[config.mk]
export PLATFORM = sky130hd
export DESIGN_NAME = frc_encoder
export DESIGN_NICKNAME = d
export VERILOG_FILES = /design/src/design/frc_pkg.sv /design/src/design/frc_encoder.sv /design/src/design/frc_fifo.sv
export SDC_FILE = /design/constraint.sdc
export NUM_CORES = 1
export LEC_CHECK = 0
export BUFFER_PORTS_ARGS = -buffer_cell sky130_fd_sc_hd__buf_2
export CELL_PAD_IN_SITES_DETAIL_PLACEMENT = 0
export CELL_PAD_IN_SITES_GLOBAL_PLACEMENT = 1
export CORE_MARGIN = 4
export CORE_UTILIZATION = 45
export DETAILED_ROUTE_END_ITERATION = 12
export PLACE_DENSITY = 0.87
export SLEW_MARGIN = 10
export SYNTH_ARGS = -nofsm -noshare
export SYNTH_HDL_FRONTEND = slang
export SYNTH_SLANG_ARGS = --single-unit
[constraint.sdc]
create_clock -name mclk -period 3.55 [get_ports mclk]
set_clock_uncertainty 0.1 [all_clocks]
set_input_delay 0.1775 -clock mclk [delete_from_list [all_inputs] [get_ports mclk]]
set_output_delay 0.1775 -clock mclk [all_outputs]
set_load 0.03 [all_outputs]
[src/design/frc_pkg.sv]
// Package for the report frame encoder: field layout, register map, types.
// Assumes one clock domain and a classic Wishbone register bus.
package frc_pkg;
    // ==========================================================
    // Status byte bit positions
    localparam int ST_TEMP_BIT   = 7;
    localparam int ST_MOTION_BIT = 6;
    localparam int ST_BUTTON_BIT = 5;
    localparam int ST_POS_BIT    = 4;
    localparam int ST_ULCNT_BIT  = 3;
    localparam int ST_DLCNT_BIT  = 2;
    localparam int ST_BATT_BIT   = 1;
    localparam int ST_UNUSED_BIT = 0;
    // ==========================================================
    // Field lengths in bytes
    localparam logic [3:0] LEN_TEMP  = 4'h1;
    localparam logic [3:0] LEN_LAT   = 4'h4;
    localparam logic [3:0] LEN_LON   = 4'h4;
    localparam logic [3:0] LEN_QUAL  = 4'h1;
    localparam logic [3:0] LEN_ULCNT = 4'h1;
    localparam logic [3:0] LEN_DLCNT = 4'h1;
    localparam logic [3:0] LEN_BATT  = 4'h2;
    // ==========================================================
    // Register byte offsets
    localparam logic [7:0] REG_CTRL    = 8'h00;
    localparam logic [7:0] REG_TEMP    = 8'h04;
    localparam logic [7:0] REG_LAT     = 8'h08;
    localparam logic [7:0] REG_LON     = 8'h0C;
    localparam logic [7:0] REG_MISC    = 8'h10;
    localparam logic [7:0] REG_STATUS  = 8'h14;
    localparam logic [7:0] REG_LASTHDR = 8'h18;
    // CTRL fields: bit 0 send (self-clearing), bits 7..1 flags as status byte
    localparam int CTRL_SEND_BIT = 0;
    // MISC fields: quality [7:0], ul counter [15:8], dl counter [23:16]
    localparam int MISC_QUAL_LSB  = 0;
    localparam int MISC_UL_LSB    = 8;
    localparam int MISC_DL_LSB    = 16;
    // TEMP register: temp [7:0], battery [31:16]
    localparam int TEMP_BATT_LSB  = 16;
    // STATUS: bit 0 busy, bits 15..8 frames sent
    localparam int STAT_CNT_LSB   = 8;
    localparam logic [31:0] RST_WORD = 32'h0000_0000;
    localparam logic [7:0]  RST_BYTE = 8'h00;
    // ==========================================================
    // Frame field order
    typedef enum logic [7:0] {
        F_STATUS = 8'b0000_0001,
        F_TEMP   = 8'b0000_0010,
        F_LAT    = 8'b0000_0100,
        F_LON    = 8'b0000_1000,
        F_QUAL   = 8'b0001_0000,
        F_ULCNT  = 8'b0010_0000,
        F_DLCNT  = 8'b0100_0000,
        F_BATT   = 8'b1000_0000
    } frc_field_e;
    typedef enum logic [1:0] {
        S_IDLE = 2'b01,
        S_SEND = 2'b10
    } frc_state_e;
    // Byte on the output stream
    typedef struct packed {
        logic       last;
        logic [7:0] data;
    } frc_byte_s;
endpackage : frc_pkg

[src/design/frc_encoder.sv]
// Report frame encoder: registers over Wishbone, frame builder, output FIFO.
// Assumes a classic Wishbone master and a byte sink with valid/ready.
//
// The Wishbone register port and the register offsets were chosen for this implementation.
`timescale 1ns/1ps
`default_nettype none
module frc_encoder #(
    parameter int FIFO_DEPTH = 32
) (
    // Clock and reset
    input  wire logic        mclk,
    input  wire logic        reset,
    // Wishbone slave
    input  wire logic        wb_cyc_i,
    input  wire logic        wb_stb_i,
    input  wire logic        wb_we_i,
    input  wire logic [7:0]  wb_adr_i,
    input  wire logic [3:0]  wb_sel_i,
    input  wire logic [31:0] wb_dat_i,
    output logic [31:0]      wb_dat_o,
    output logic             wb_ack_o,
    // Frame byte stream
    output logic             tx_valid,
    input  wire logic        tx_ready,
    output logic [7:0]       tx_data,
    output logic             tx_last
);
    // ==========================================================
    // Registers
    logic [7:0]  ctrl_flags;
    logic [31:0] temp_reg;
    logic [31:0] lat_reg;
    logic [31:0] lon_reg;
    logic [31:0] misc_reg;
    logic [7:0]  last_hdr;
    logic [7:0]  sent_cnt;
    logic        send_req;
    logic        wb_hit;
    logic        wb_wr;

    function automatic logic [31:0] merge(input logic [31:0] old, input logic [31:0] nw, input logic [3:0] sel);
        logic [31:0] r;
        r = old;
        for (int i = 0; i < 4; i++) begin
            if (sel[i]) begin
                r[i*8 +: 8] = nw[i*8 +: 8];
            end
        end
        return r;
    endfunction : merge

    assign wb_hit = wb_cyc_i & wb_stb_i & ~wb_ack_o;
    assign wb_wr  = wb_hit & wb_we_i;

    // One wait state: ack the cycle after the request is seen
    always_ff @(posedge mclk) begin
        if (reset) begin
            wb_ack_o <= 1'b0;
        end else begin
            wb_ack_o <= wb_hit;
        end
    end

    always_ff @(posedge mclk) begin
        if (reset) begin
            temp_reg <= frc_pkg::RST_WORD;
            lat_reg  <= frc_pkg::RST_WORD;
            lon_reg  <= frc_pkg::RST_WORD;
            misc_reg <= frc_pkg::RST_WORD;
        end else if (wb_wr) begin
            case (wb_adr_i)
                frc_pkg::REG_TEMP: temp_reg <= merge(temp_reg, wb_dat_i, wb_sel_i);
                frc_pkg::REG_LAT:  lat_reg  <= merge(lat_reg, wb_dat_i, wb_sel_i);
                frc_pkg::REG_LON:  lon_reg  <= merge(lon_reg, wb_dat_i, wb_sel_i);
                frc_pkg::REG_MISC: misc_reg <= merge(misc_reg, wb_dat_i, wb_sel_i);
                default: ;
            endcase
        end
    end

    // Bit 0 of the flags is never stored, so it always goes out as zero
    always_ff @(posedge mclk) begin
        if (reset) begin
            ctrl_flags <= frc_pkg::RST_BYTE;
            send_req   <= 1'b0;
        end else begin
            send_req <= 1'b0;
            if (wb_wr && wb_adr_i == frc_pkg::REG_CTRL && wb_sel_i[0]) begin
                ctrl_flags <= {wb_dat_i[7:1], 1'b0};
                send_req   <= wb_dat_i[frc_pkg::CTRL_SEND_BIT];
            end
        end
    end

    // ==========================================================
    // Frame builder
    frc_pkg::frc_state_e state;
    frc_pkg::frc_field_e field;
    logic [3:0]  byte_idx;
    logic [7:0]  hdr;
    logic [7:0]  cur_byte;
    logic [3:0]  cur_len;
    logic        field_on;
    logic        is_last;
    logic        f_valid;
    logic        f_ready;
    frc_pkg::frc_byte_s f_byte;
    logic [31:0] lat_word;

    // Latitude word: byte one deg, two min, three frac 1-2, four frac 3 + hemisphere
    assign lat_word = {lat_reg[31:4], 3'b000, lat_reg[0]};

    // Flag of each field in the captured status byte
    function automatic logic field_present(input frc_pkg::frc_field_e f, input logic [7:0] h);
        case (f)
            frc_pkg::F_STATUS: field_present = 1'b1;
            frc_pkg::F_TEMP:   field_present = h[frc_pkg::ST_TEMP_BIT];
            frc_pkg::F_LAT:    field_present = h[frc_pkg::ST_POS_BIT];
            frc_pkg::F_LON:    field_present = h[frc_pkg::ST_POS_BIT];
            frc_pkg::F_QUAL:   field_present = h[frc_pkg::ST_POS_BIT];
            frc_pkg::F_ULCNT:  field_present = h[frc_pkg::ST_ULCNT_BIT];
            frc_pkg::F_DLCNT:  field_present = h[frc_pkg::ST_DLCNT_BIT];
            frc_pkg::F_BATT:   field_present = h[frc_pkg::ST_BATT_BIT];
            default:           field_present = 1'b0;
        endcase
    endfunction : field_present

    function automatic frc_pkg::frc_field_e next_of(input frc_pkg::frc_field_e f);
        next_of = frc_pkg::frc_field_e'({f[6:0], 1'b0});
    endfunction : next_of

    // Any present field after the given one
    function automatic logic more_after(input frc_pkg::frc_field_e f, input logic [7:0] h);
        logic m;
        m = 1'b0;
        for (int i = 0; i < 8; i++) begin
            if (f[i] == 1'b0 && (f < frc_pkg::frc_field_e'(8'h01 << i))) begin
                m = m | field_present(frc_pkg::frc_field_e'(8'h01 << i), h);
            end
        end
        return m;
    endfunction : more_after

    always_comb begin
        cur_byte = 8'h00;
        cur_len  = 4'h1;
        case (field)
            frc_pkg::F_STATUS: cur_byte = hdr;
            frc_pkg::F_TEMP:   cur_byte = temp_reg[7:0];
            frc_pkg::F_LAT: begin
                cur_len  = frc_pkg::LEN_LAT;
                cur_byte = lat_word[8*(3-byte_idx[1:0]) +: 8];
            end
            frc_pkg::F_LON: begin
                cur_len  = frc_pkg::LEN_LON;
                cur_byte = lon_reg[8*(3-byte_idx[1:0]) +: 8];
            end
            frc_pkg::F_QUAL:   cur_byte = misc_reg[frc_pkg::MISC_QUAL_LSB +: 8];
            frc_pkg::F_ULCNT:  cur_byte = misc_reg[frc_pkg::MISC_UL_LSB +: 8];
            frc_pkg::F_DLCNT:  cur_byte = misc_reg[frc_pkg::MISC_DL_LSB +: 8];
            frc_pkg::F_BATT: begin
                cur_len  = frc_pkg::LEN_BATT;
                cur_byte = byte_idx[0] ? temp_reg[frc_pkg::TEMP_BATT_LSB +: 8]
                                       : temp_reg[frc_pkg::TEMP_BATT_LSB + 8 +: 8];
            end
            default: ;
        endcase
    end

    assign field_on    = field_present(field, hdr);
    assign is_last     = (byte_idx == cur_len - 4'h1) && !more_after(field, hdr);
    assign f_valid     = (state == frc_pkg::S_SEND) && field_on;
    assign f_byte.data = cur_byte;
    assign f_byte.last = is_last;

    // Header is frozen at start so a register write mid-frame cannot
    // make the status byte disagree with the fields that follow.
    always_ff @(posedge mclk) begin
        if (reset) begin
            state    <= frc_pkg::S_IDLE;
            field    <= frc_pkg::F_STATUS;
            byte_idx <= 4'h0;
            hdr      <= frc_pkg::RST_BYTE;
            last_hdr <= frc_pkg::RST_BYTE;
            sent_cnt <= frc_pkg::RST_BYTE;
        end else begin
            case (state)
                frc_pkg::S_IDLE: begin
                    if (send_req) begin
                        hdr      <= ctrl_flags;
                        field    <= frc_pkg::F_STATUS;
                        byte_idx <= 4'h0;
                        state    <= frc_pkg::S_SEND;
                    end
                end
                frc_pkg::S_SEND: begin
                    if (!field_on) begin
                        field    <= next_of(field);
                        byte_idx <= 4'h0;
                    end else if (f_ready) begin
                        if (is_last) begin
                            state    <= frc_pkg::S_IDLE;
                            last_hdr <= hdr;
                            sent_cnt <= sent_cnt + 8'h01;
                        end else if (byte_idx == cur_len - 4'h1) begin
                            field    <= next_of(field);
                            byte_idx <= 4'h0;
                        end else begin
                            byte_idx <= byte_idx + 4'h1;
                        end
                    end
                end
                default: state <= frc_pkg::S_IDLE;
            endcase
        end
    end

    // ==========================================================
    // Output FIFO; a full FIFO stalls the builder
    logic        q_valid;
    logic [8:0]  q_data;
    logic        q_take;

    frc_fifo #(
        .WIDTH (9),
        .DEPTH (FIFO_DEPTH)
    ) u_fifo (
        .mclk      (mclk),
        .reset     (reset),
        .in_valid  (f_valid),
        .in_ready  (f_ready),
        .in_data   (f_byte),
        .out_valid (q_valid),
        .out_ready (q_take),
        .out_data  (q_data)
    );

    // Output register stage keeps ports straight from flip-flops
    assign q_take = q_valid && (!tx_valid || tx_ready);

    always_ff @(posedge mclk) begin
        if (reset) begin
            tx_valid <= 1'b0;
            tx_data  <= 8'h00;
            tx_last  <= 1'b0;
        end else if (!tx_valid || tx_ready) begin
            tx_valid <= q_valid;
            tx_data  <= q_data[7:0];
            tx_last  <= q_data[8];
        end
    end

    // ==========================================================
    // Read data
    always_ff @(posedge mclk) begin
        if (reset) begin
            wb_dat_o <= frc_pkg::RST_WORD;
        end else if (wb_hit && !wb_we_i) begin
            case (wb_adr_i)
                frc_pkg::REG_CTRL:    wb_dat_o <= {24'h00_0000, ctrl_flags};
                frc_pkg::REG_TEMP:    wb_dat_o <= temp_reg;
                frc_pkg::REG_LAT:     wb_dat_o <= lat_reg;
                frc_pkg::REG_LON:     wb_dat_o <= lon_reg;
                frc_pkg::REG_MISC:    wb_dat_o <= misc_reg;
                frc_pkg::REG_STATUS:  wb_dat_o <= {16'h0000, sent_cnt, 7'h00, state == frc_pkg::S_SEND};
                frc_pkg::REG_LASTHDR: wb_dat_o <= {24'h00_0000, last_hdr};
                default:              wb_dat_o <= frc_pkg::RST_WORD;
            endcase
        end
    end

    // ==========================================================
    // Checks
    first_is_hdr_a: assert property (@(posedge mclk) disable iff (reset)
        (state == frc_pkg::S_IDLE && send_req) |=> (field == frc_pkg::F_STATUS && byte_idx == 4'h0))
        else $error("frame does not start with status");
    bit0_zero_a: assert property (@(posedge mclk) disable iff (reset)
        (f_valid && field == frc_pkg::F_STATUS) |-> (cur_byte[0] == 1'b0))
        else $error("status bit 0 not zero");
    temp_gate_a: assert property (@(posedge mclk) disable iff (reset)
        (f_valid && field == frc_pkg::F_TEMP) |-> hdr[7])
        else $error("temperature sent without flag");
    pos_gate_a: assert property (@(posedge mclk) disable iff (reset)
        (f_valid && (field == frc_pkg::F_LAT || field == frc_pkg::F_QUAL)) |-> hdr[4])
        else $error("position sent without flag");
    ul_gate_a: assert property (@(posedge mclk) disable iff (reset)
        (f_valid && field == frc_pkg::F_ULCNT) |-> hdr[3])
        else $error("uplink counter sent without flag");
    dl_gate_a: assert property (@(posedge mclk) disable iff (reset)
        (f_valid && field == frc_pkg::F_DLCNT) |-> hdr[2])
        else $error("downlink counter sent without flag");
    batt_order_a: assert property (@(posedge mclk) disable iff (reset)
        (f_valid && f_ready && field == frc_pkg::F_BATT && byte_idx == 4'h0 && hdr[1])
        |=> (f_byte.data == temp_reg[23:16]) [*1] ##0 (byte_idx == 4'h1))
        else $error("battery byte order wrong");
    lat_pad_a: assert property (@(posedge mclk) disable iff (reset)
        (f_valid && field == frc_pkg::F_LAT && byte_idx == 4'h3) |-> (cur_byte[3:1] == 3'b000))
        else $error("latitude unused bits not zero");
    order_a: assert property (@(posedge mclk) disable iff (reset)
        (state == frc_pkg::S_SEND && $past(state) == frc_pkg::S_SEND) |-> (field >= $past(field)))
        else $error("field order went backwards");
    trig_copy_a: assert property (@(posedge mclk) disable iff (reset)
        (state == frc_pkg::S_IDLE && send_req) |=> (hdr[6:5] == $past(ctrl_flags[6:5])))
        else $error("trigger flags not carried");
endmodule : frc_encoder
`default_nettype wire

[src/design/frc_fifo.sv]
// Synchronous valid/ready FIFO for the frame byte stream.
// Assumes one clock and synchronous active-high reset.
`timescale 1ns/1ps
`default_nettype none
module frc_fifo #(
    parameter int WIDTH = 9,
    parameter int DEPTH = 32
) (
    // Clock and reset
    input  wire logic             mclk,
    input  wire logic             reset,
    // Fill side
    input  wire logic             in_valid,
    output logic                  in_ready,
    input  wire logic [WIDTH-1:0] in_data,
    // Drain side
    output logic                  out_valid,
    input  wire logic             out_ready,
    output logic [WIDTH-1:0]      out_data
);
    localparam int AW = $clog2(DEPTH);
    logic [WIDTH-1:0] mem [DEPTH];
    logic [AW:0]      wr_ptr;
    logic [AW:0]      rd_ptr;
    logic             push;
    logic             pop;
    logic [AW:0]      count;

    assign count     = wr_ptr - rd_ptr;
    // Full when the pointers are a whole depth apart
    assign in_ready  = (count != (AW+1)'(DEPTH)) ? 1'b1 : 1'b0;
    assign out_valid = (count != '0);
    assign push      = in_valid & in_ready;
    assign pop       = out_valid & out_ready;
    assign out_data  = mem[rd_ptr[AW-1:0]];

    always_ff @(posedge mclk) begin
        if (push) begin
            mem[wr_ptr[AW-1:0]] <= in_data;
        end
    end

    always_ff @(posedge mclk) begin
        if (reset) begin
            wr_ptr <= '0;
            rd_ptr <= '0;
        end else begin
            if (push) begin
                wr_ptr <= wr_ptr + 1'b1;
            end
            if (pop) begin
                rd_ptr <= rd_ptr + 1'b1;
            end
        end
    end
endmodule : frc_fifo
`default_nettype wire

== After elaboration in Yosys (flattened, before gate mapping) ==
Memory sizes are Yosys's and may differ from the RTL's. A register that Yosys moved wholly into a read port is not among the register bits.
Cells that the tools add are included.

* Bits in registers: 218
* Bits in writable memories: 288
* Input port bits: 50
* Output and inout port bits: 43
* Logic and storage cells: 179
* Memories: 1

{| class="wikitable"
|+ Memories
! name !! depth !! width !! read ports !! clocked after memory_dff !! write ports !! RTL line !! text
|-
| u_fifo.mem || 32 || 9 || 1 || 1 || 1 || frc_fifo.sv:22 || <nowiki>logic [WIDTH-1:0] mem [DEPTH];</nowiki>
|}

* Add/sub/neg operators: 7
* Magnitude comparators: 8
* Eq/ne operators: 25
* Shifts and indexed selects: 2
* Multiplexer cells: 40
* Bitwise logic cells: 22
* Reductions and logical operators: 45

{| class="wikitable"
|+ Operators with widths
! kind !! count
|-
| 32-bit one-hot mux with 7 select lines || 1
|-
| 32-bit by 33-bit variable part select with 8-bit output || 2
|-
| 8-bit one-hot mux with 8 select lines || 1
|-
| 8-bit 2-to-1 mux || 6
|-
| 3-bit AND reduction || 16
|-
| 8-bit by 5-bit equality test with 1-bit output (second input constant) || 4
|-
| 8-bit by 4-bit equality test with 1-bit output (second input constant) || 3
|-
| 4-bit 2-to-1 mux || 5
|-
| 1-bit 2-to-1 mux || 18
|-
| 8-bit by 3-bit equality test with 1-bit output (second input constant) || 2
|-
| 8-bit one-hot mux with 2 select lines || 1
|-
| 1-bit logical AND || 14
|-
| 6-bit by 1-bit adder with 6-bit output (second input constant) || 2
|-
| 4-bit AND reduction || 3
|-
| 1-bit inverter || 10
|-
| 8-bit by 1-bit adder with 8-bit output (second input constant) || 1
|-
| 8-bit by 1-bit equality test with 1-bit output (second input constant) || 1
|-
| 8-bit by 2-bit equality test with 1-bit output (second input constant) || 1
|-
| 8-bit by 6-bit equality test with 1-bit output (second input constant) || 1
|-
| 8-bit by 7-bit equality test with 1-bit output (second input constant) || 1
|-
| 8-bit equality test (second input constant) || 1
|-
| 8-bit logical NOT || 1
|-
| 8-bit by 1-bit < comparator with 1-bit output (second input constant) || 1
|-
| 8-bit by 2-bit < comparator with 1-bit output (second input constant) || 1
|-
| other kinds (33) || 52
|}

== Longest topological paths before layout ==
* Depth after elaboration: 23
* Gate-level depth with buffers: 12
* Depth with buffers taken out: 9

== Cells and area by module ==
Synthesis repeated with hierarchy kept, for this count alone.

* Cells, all modules: 1692
* Area, all modules: 22297.6 µm²

{| class="wikitable"
|+ By module, submodules not included
! module !! instances !! cells an instance !! area an instance (µm²) !! seq. area each (µm²)
|-
| frc_fifo || 1 || 571 || 12114.1 || 8988.6
|-
| frc_encoder || 1 || 1121 || 10183.5 || 4304.1
|}

== Worst setup path before layout ==
No wires, ideal clock.

* Kind: reg-to-reg
* From: register field[0]
* To: memory u_fifo.mem[0][3], data pin
* Setup time: 0.454 ns
* Arrival time: 3.044 ns
* Data required time: 2.996 ns
* Path slack: -0.048 ns
* Cell stages (with the launch flop): 8
* Path buffers: 2
* Period minus slack after synthesis: 3.598 ns
* Cells stage by stage: dfxtp_1 -> nor4_4 -> nand4b_1 -> clkbuf_1 -> buf_2 -> mux4_2 -> o21ai_0 -> o21ai_0

* Word-level cells in the longest chain between the ends: 2
* Elaborated cells on any way between the ends: 9
* Classes of those cells: eq/ne: 8; mux: 1

{| class="wikitable"
|+ RTL lines
! item !! RTL line !! text
|-
| start: declaration || frc_encoder.sv:98 || <nowiki>frc_pkg::frc_field_e field;</nowiki>
|-
| start signal: assignment || frc_encoder.sv:181 || <nowiki>field <= frc_pkg::F_STATUS;</nowiki>
|-
| start signal: assignment || frc_encoder.sv:191 || <nowiki>field <= frc_pkg::F_STATUS;</nowiki>
|-
| start signal: assignment || frc_encoder.sv:198 || <nowiki>field <= next_of(field);</nowiki>
|-
| 8-bit equality test, or another cell as far along || frc_encoder.sv:147 || <nowiki>case (field)</nowiki>
|-
| 8-bit one-hot mux with 8 select lines * || frc_encoder.sv:147 ||
|-
| named net cur_byte[3] || frc_encoder.sv:101 || <nowiki>logic [7:0] cur_byte;</nowiki>
|-
| end: declaration || frc_fifo.sv:22 ||
|}

The timed path passes the listed nets; every way through them passes the cells marked *.

== Worst setup path after layout ==
* From: register field[4]
* To: memory u_fifo.mem[1][4] (enable)

* Word-level cells in the longest chain between the ends: 7
* Elaborated cells on any way between the ends: 14
* Classes of those cells: eq/ne: 8; mux: 3; bitwise: 1; reduce/logical: 2

{| class="wikitable"
|+ RTL lines
! item !! RTL line !! text
|-
| 8-bit by 5-bit equality test with 1-bit output, or another cell as far along || frc_encoder.sv:115 || <nowiki>case (f)</nowiki>
|-
| 3-bit OR reduction (no source line) || - ||
|-
| 1-bit one-hot mux with 6 select lines * || frc_encoder.sv:115 ||
|-
| 1-bit logical AND * || frc_encoder.sv:172 || <nowiki>assign f_valid = (state == frc_pkg::S_SEND) && field_on;</nowiki>
|-
| 1-bit AND * || frc_fifo.sv:33 || <nowiki>assign push = in_valid & in_ready;</nowiki>
|-
| 1-bit 2-to-1 mux * || frc_fifo.sv:38 || <nowiki>if (push) begin</nowiki>
|-
| 1-bit 2-to-1 mux (not written as such) * || frc_fifo.sv:39 || <nowiki>mem[wr_ptr[AW-1:0]] <= in_data;</nowiki>
|}

Mark *: on every way between the ends. The rest lies on a longest branch, timed or not.

==> results.json <==
{
  "seqCellArea_um2": 13200,
  "total_area_of_multi_input_combinational_cells_um2": 8258,
  "final_count_of_pins_violating_max_slew": 0,
  "antenna_left": 0,
  "worst_hold_path_type": "in -> reg",
  "setup.worst_path.end_class": "register",
  "drt-vias-per-instance": 6.125,
  "max-slew-margin-rel_pct": 24.46,
  "synth_top_flop_cell": "edfxtp_1",
  "dr_total_vias": 15780,
  "floorplan.core_area_um2": 48050,
  "finalHoldViolations": 0,
  "final_cells": 2576,
  "wire_length_of_the_first_global_routing_pass_mm": 93.69,
  "start_util_pct": 45.84,
  "asyncSetResetFlopFracSynth_pct": 0,
  "placed_cell_area_um2": 23290,
  "cts.path.max_buffers": 3,
  "clock-root-buffer": "clkbuf_16",
  "finalPower_mw": 13.04,
  "layout-area-overhead-vs-synth_pct": 15.02,
  "fmaxAchievable_mhz": 302.5,
  "hpwl_mm": 40.64,
  "p_leak_nw": 7.673,
  "fin_tns_setup_ns": 0,
  "wl_per_cell_um": 24.03,
  "largest_register_ffs": 288,
  "antenna-diode-count": 0,
  "grt_setup_unrepaired": "no",
  "worst_ep_required_time_ns": 3.76,
  "synth.net_count": 1851,
  "cap_violations": 0,
  "die_x_um": 229.2,
  "routability_congestion_estimate_from_global_placement": 0.9246,
  "finalWirelength_mm": 61.89,
  "finalWorstSetupSlack_ns": 0.2439,
  "placed_cells": 2451,
  "worst_setup_path_start_kind": "register",
  "tightestPinTransition_ns": 1.133,
  "io_pins": 93,
  "grtUsageTotal_pct": 22.89,
  "fin_worst_hold_slack_ns": 0.02726,
  "util_after_layout_pct": 52.72,
  "floorplan.rows": 80,
  "drt-initial-drc-count": 1994,
  "synth.cell_area_um2": 22020,
  "port_buffer_cells": 92,
  "timing.final.crit_period_ns": 3.306,
  "total_drc_errors_in_the_routed_layout": 0,
  "grt_remaining_overflow": 0,
  "cts_tree": "yes",
  "drtPass1Iterations": 6,
  "grt_antenna_before_repair": 2,
  "outcome": "completed",
  "yosysSeqAreaShare_pct": 59.90,
  "insertion_delay_ns": 0.61,
  "first_global_vias": 15220,
  "timing.final.setup_violations": 0,
  "clock_sinks": 515,
  "postSynthRegisterBits": 515,
  "fp.dieArea_um2": 52540,
  "synth_warnings": 0,
  "design_area_um2": 25330,
  "crit_arrival_ns": 3.52,
  "chipHeight_um": 229.2,
  "layout-drive-gt1-share_pct": 21.52,
  "post-place-ws_ns": 0.2457,
  "critical_path.max_fanout": 13,
  "filler_cell_count": 3965,
  "numCtsBuffers": 50,
  "netlist_instances": 1787,
  "grt_start_max_net_pins": 150,
  "synth_enable_flop_cells": 288,
  "cts.clk_slew.worst_paths_ns": 0.06,
  "postSynthAreaPerCell_um2": 12.32,
  "synth_cell_types": 88,
  "layout.nets": 1988,
  "critPathKind": "reg -> reg",
  "worst_voltage_drop_across_the_vdd_grid_mv": 0.3609,
  "min_period_over_period_pct": 93.13,
  "cell_area_power_density_nw_per_um2": 514.7,
  "htree_levels": 2
}
## final timing paths
path / slack, ns / cells past startpoint / to / startpoint
worst max-delay path: 0.24 / 8 / u_fifo.mem[1][4]$_DFFE_PP_ / field[4]$_SDFFE_PP0P_
worst min-delay path: 0.03 / 4 / misc_reg[29]$_SDFFE_PP0P_ / wb_sel_i[3]
worst max register to register: 0.24 / 8 / u_fifo.mem[1][4]$_DFFE_PP_ / field[4]$_SDFFE_PP0P_
worst min register to register: 0.35 / 2 / misc_reg[29]$_SDFFE_PP0P_ / misc_reg[29]$_SDFFE_PP0P_
## where the power goes
group / leakage (nW) / switching, mW / internal, mW / total [mW]
logic: 2.82 / 0.761 / 0.615 / 1.38
registers: 4.02 / 0.0222 / 6.27 / 6.29
clock network: 0.824 / 2.32 / 3.05 / 5.37
## final cells by class
cell class                 count  area share [%]
clock inverter                24          0.9830
tap                          615           3.038
multi-input combinational   1142           32.60
inverter                      18          0.2667
sequential                   515           52.10
clock buffer                  65           5.601
timing repair buffer         197           5.409
## cell usage after synthesis, types with 5 or more instances
cell,n,area [um^2]
a21oi_1,191,955.9
a221o_1,6,60.06
a221oi_1,7,61.31
a222oi_1,14,140.1
a22oi_1,47,352.8
a311oi_1,9,78.83
and2_1,6,37.54
and3_1,5,31.28
buf_1,12,45.04
buf_2,14,70.07
clkbuf_1,76,285.3
dfxtp_1,227,4544
edfxtp_1,288,8648
ha_1,14,175.2
inv_1,16,60.06
mux2_2,21,236.5
mux2i_1,27,270.3
mux4_2,108,2432
nand2_1,279,1047
nand2b_1,9,56.30
nand3_1,29,145.1
nand3b_1,6,45.04
nor2_1,122,457.9
nor2_2,5,31.28
nor2b_1,12,75.07
nor3_1,8,40.04
o21ai_0,120,600.6
o221ai_1,5,43.79
or2_2,5,31.28
or4_1,7,52.55
xnor2_1,7,61.31
## cells in the final DEF (no fill, tap or decap), drive strengths merged, types with 19 or more instances in the layout
master and instances:
a21oi 193, a22oi 47, buf 161, clkbuf 65
dfxtp 227, dlygate4sd3 36, edfxtp 288, inv 19
mux2 21, mux2i 27, mux4 108, nand2 281
nand3 29, nor2 127, o21ai 120
## worst max-delay path, stage by stage, from the launching register on
cell,delay [ns]
dfxtp_1,0.42
nor4_1,0.35
and4b_1,0.46
a32oi_1,0.21
a21oi_4,0.31
and2_0,0.40
nand2_2,0.33
nor2_1,0.22
buf_4,0.21
## what timing repair did
item,in CTS,in global routing
endpoints found under the hold margin,137,0
gates resized for setup,0,3
buffers inserted,0,0
endpoints found under the setup margin,0,135
hold buffers,36,0
## per-layer routing
layer / routed length [um] / track usage [%]
met1: 24550 / 31.18
met2: 29450 / 36.61
met3: 6082 / 5.355
met4: 1807 / 7.322
met5: 0 / 0
## cells by family after synthesis
family,count (synthesis),synth area share [%]
adders and majority gates,14,0.7954
xor gates and xnor gates,10,0.3977
muxes,156,13.35
and+or+nand+nor,529,10.85
AOI/OAI and AO/OA,433,11.95
DFF,515,59.90
buffers and inverters,130,2.761
(Power assumes the default switching activity.)
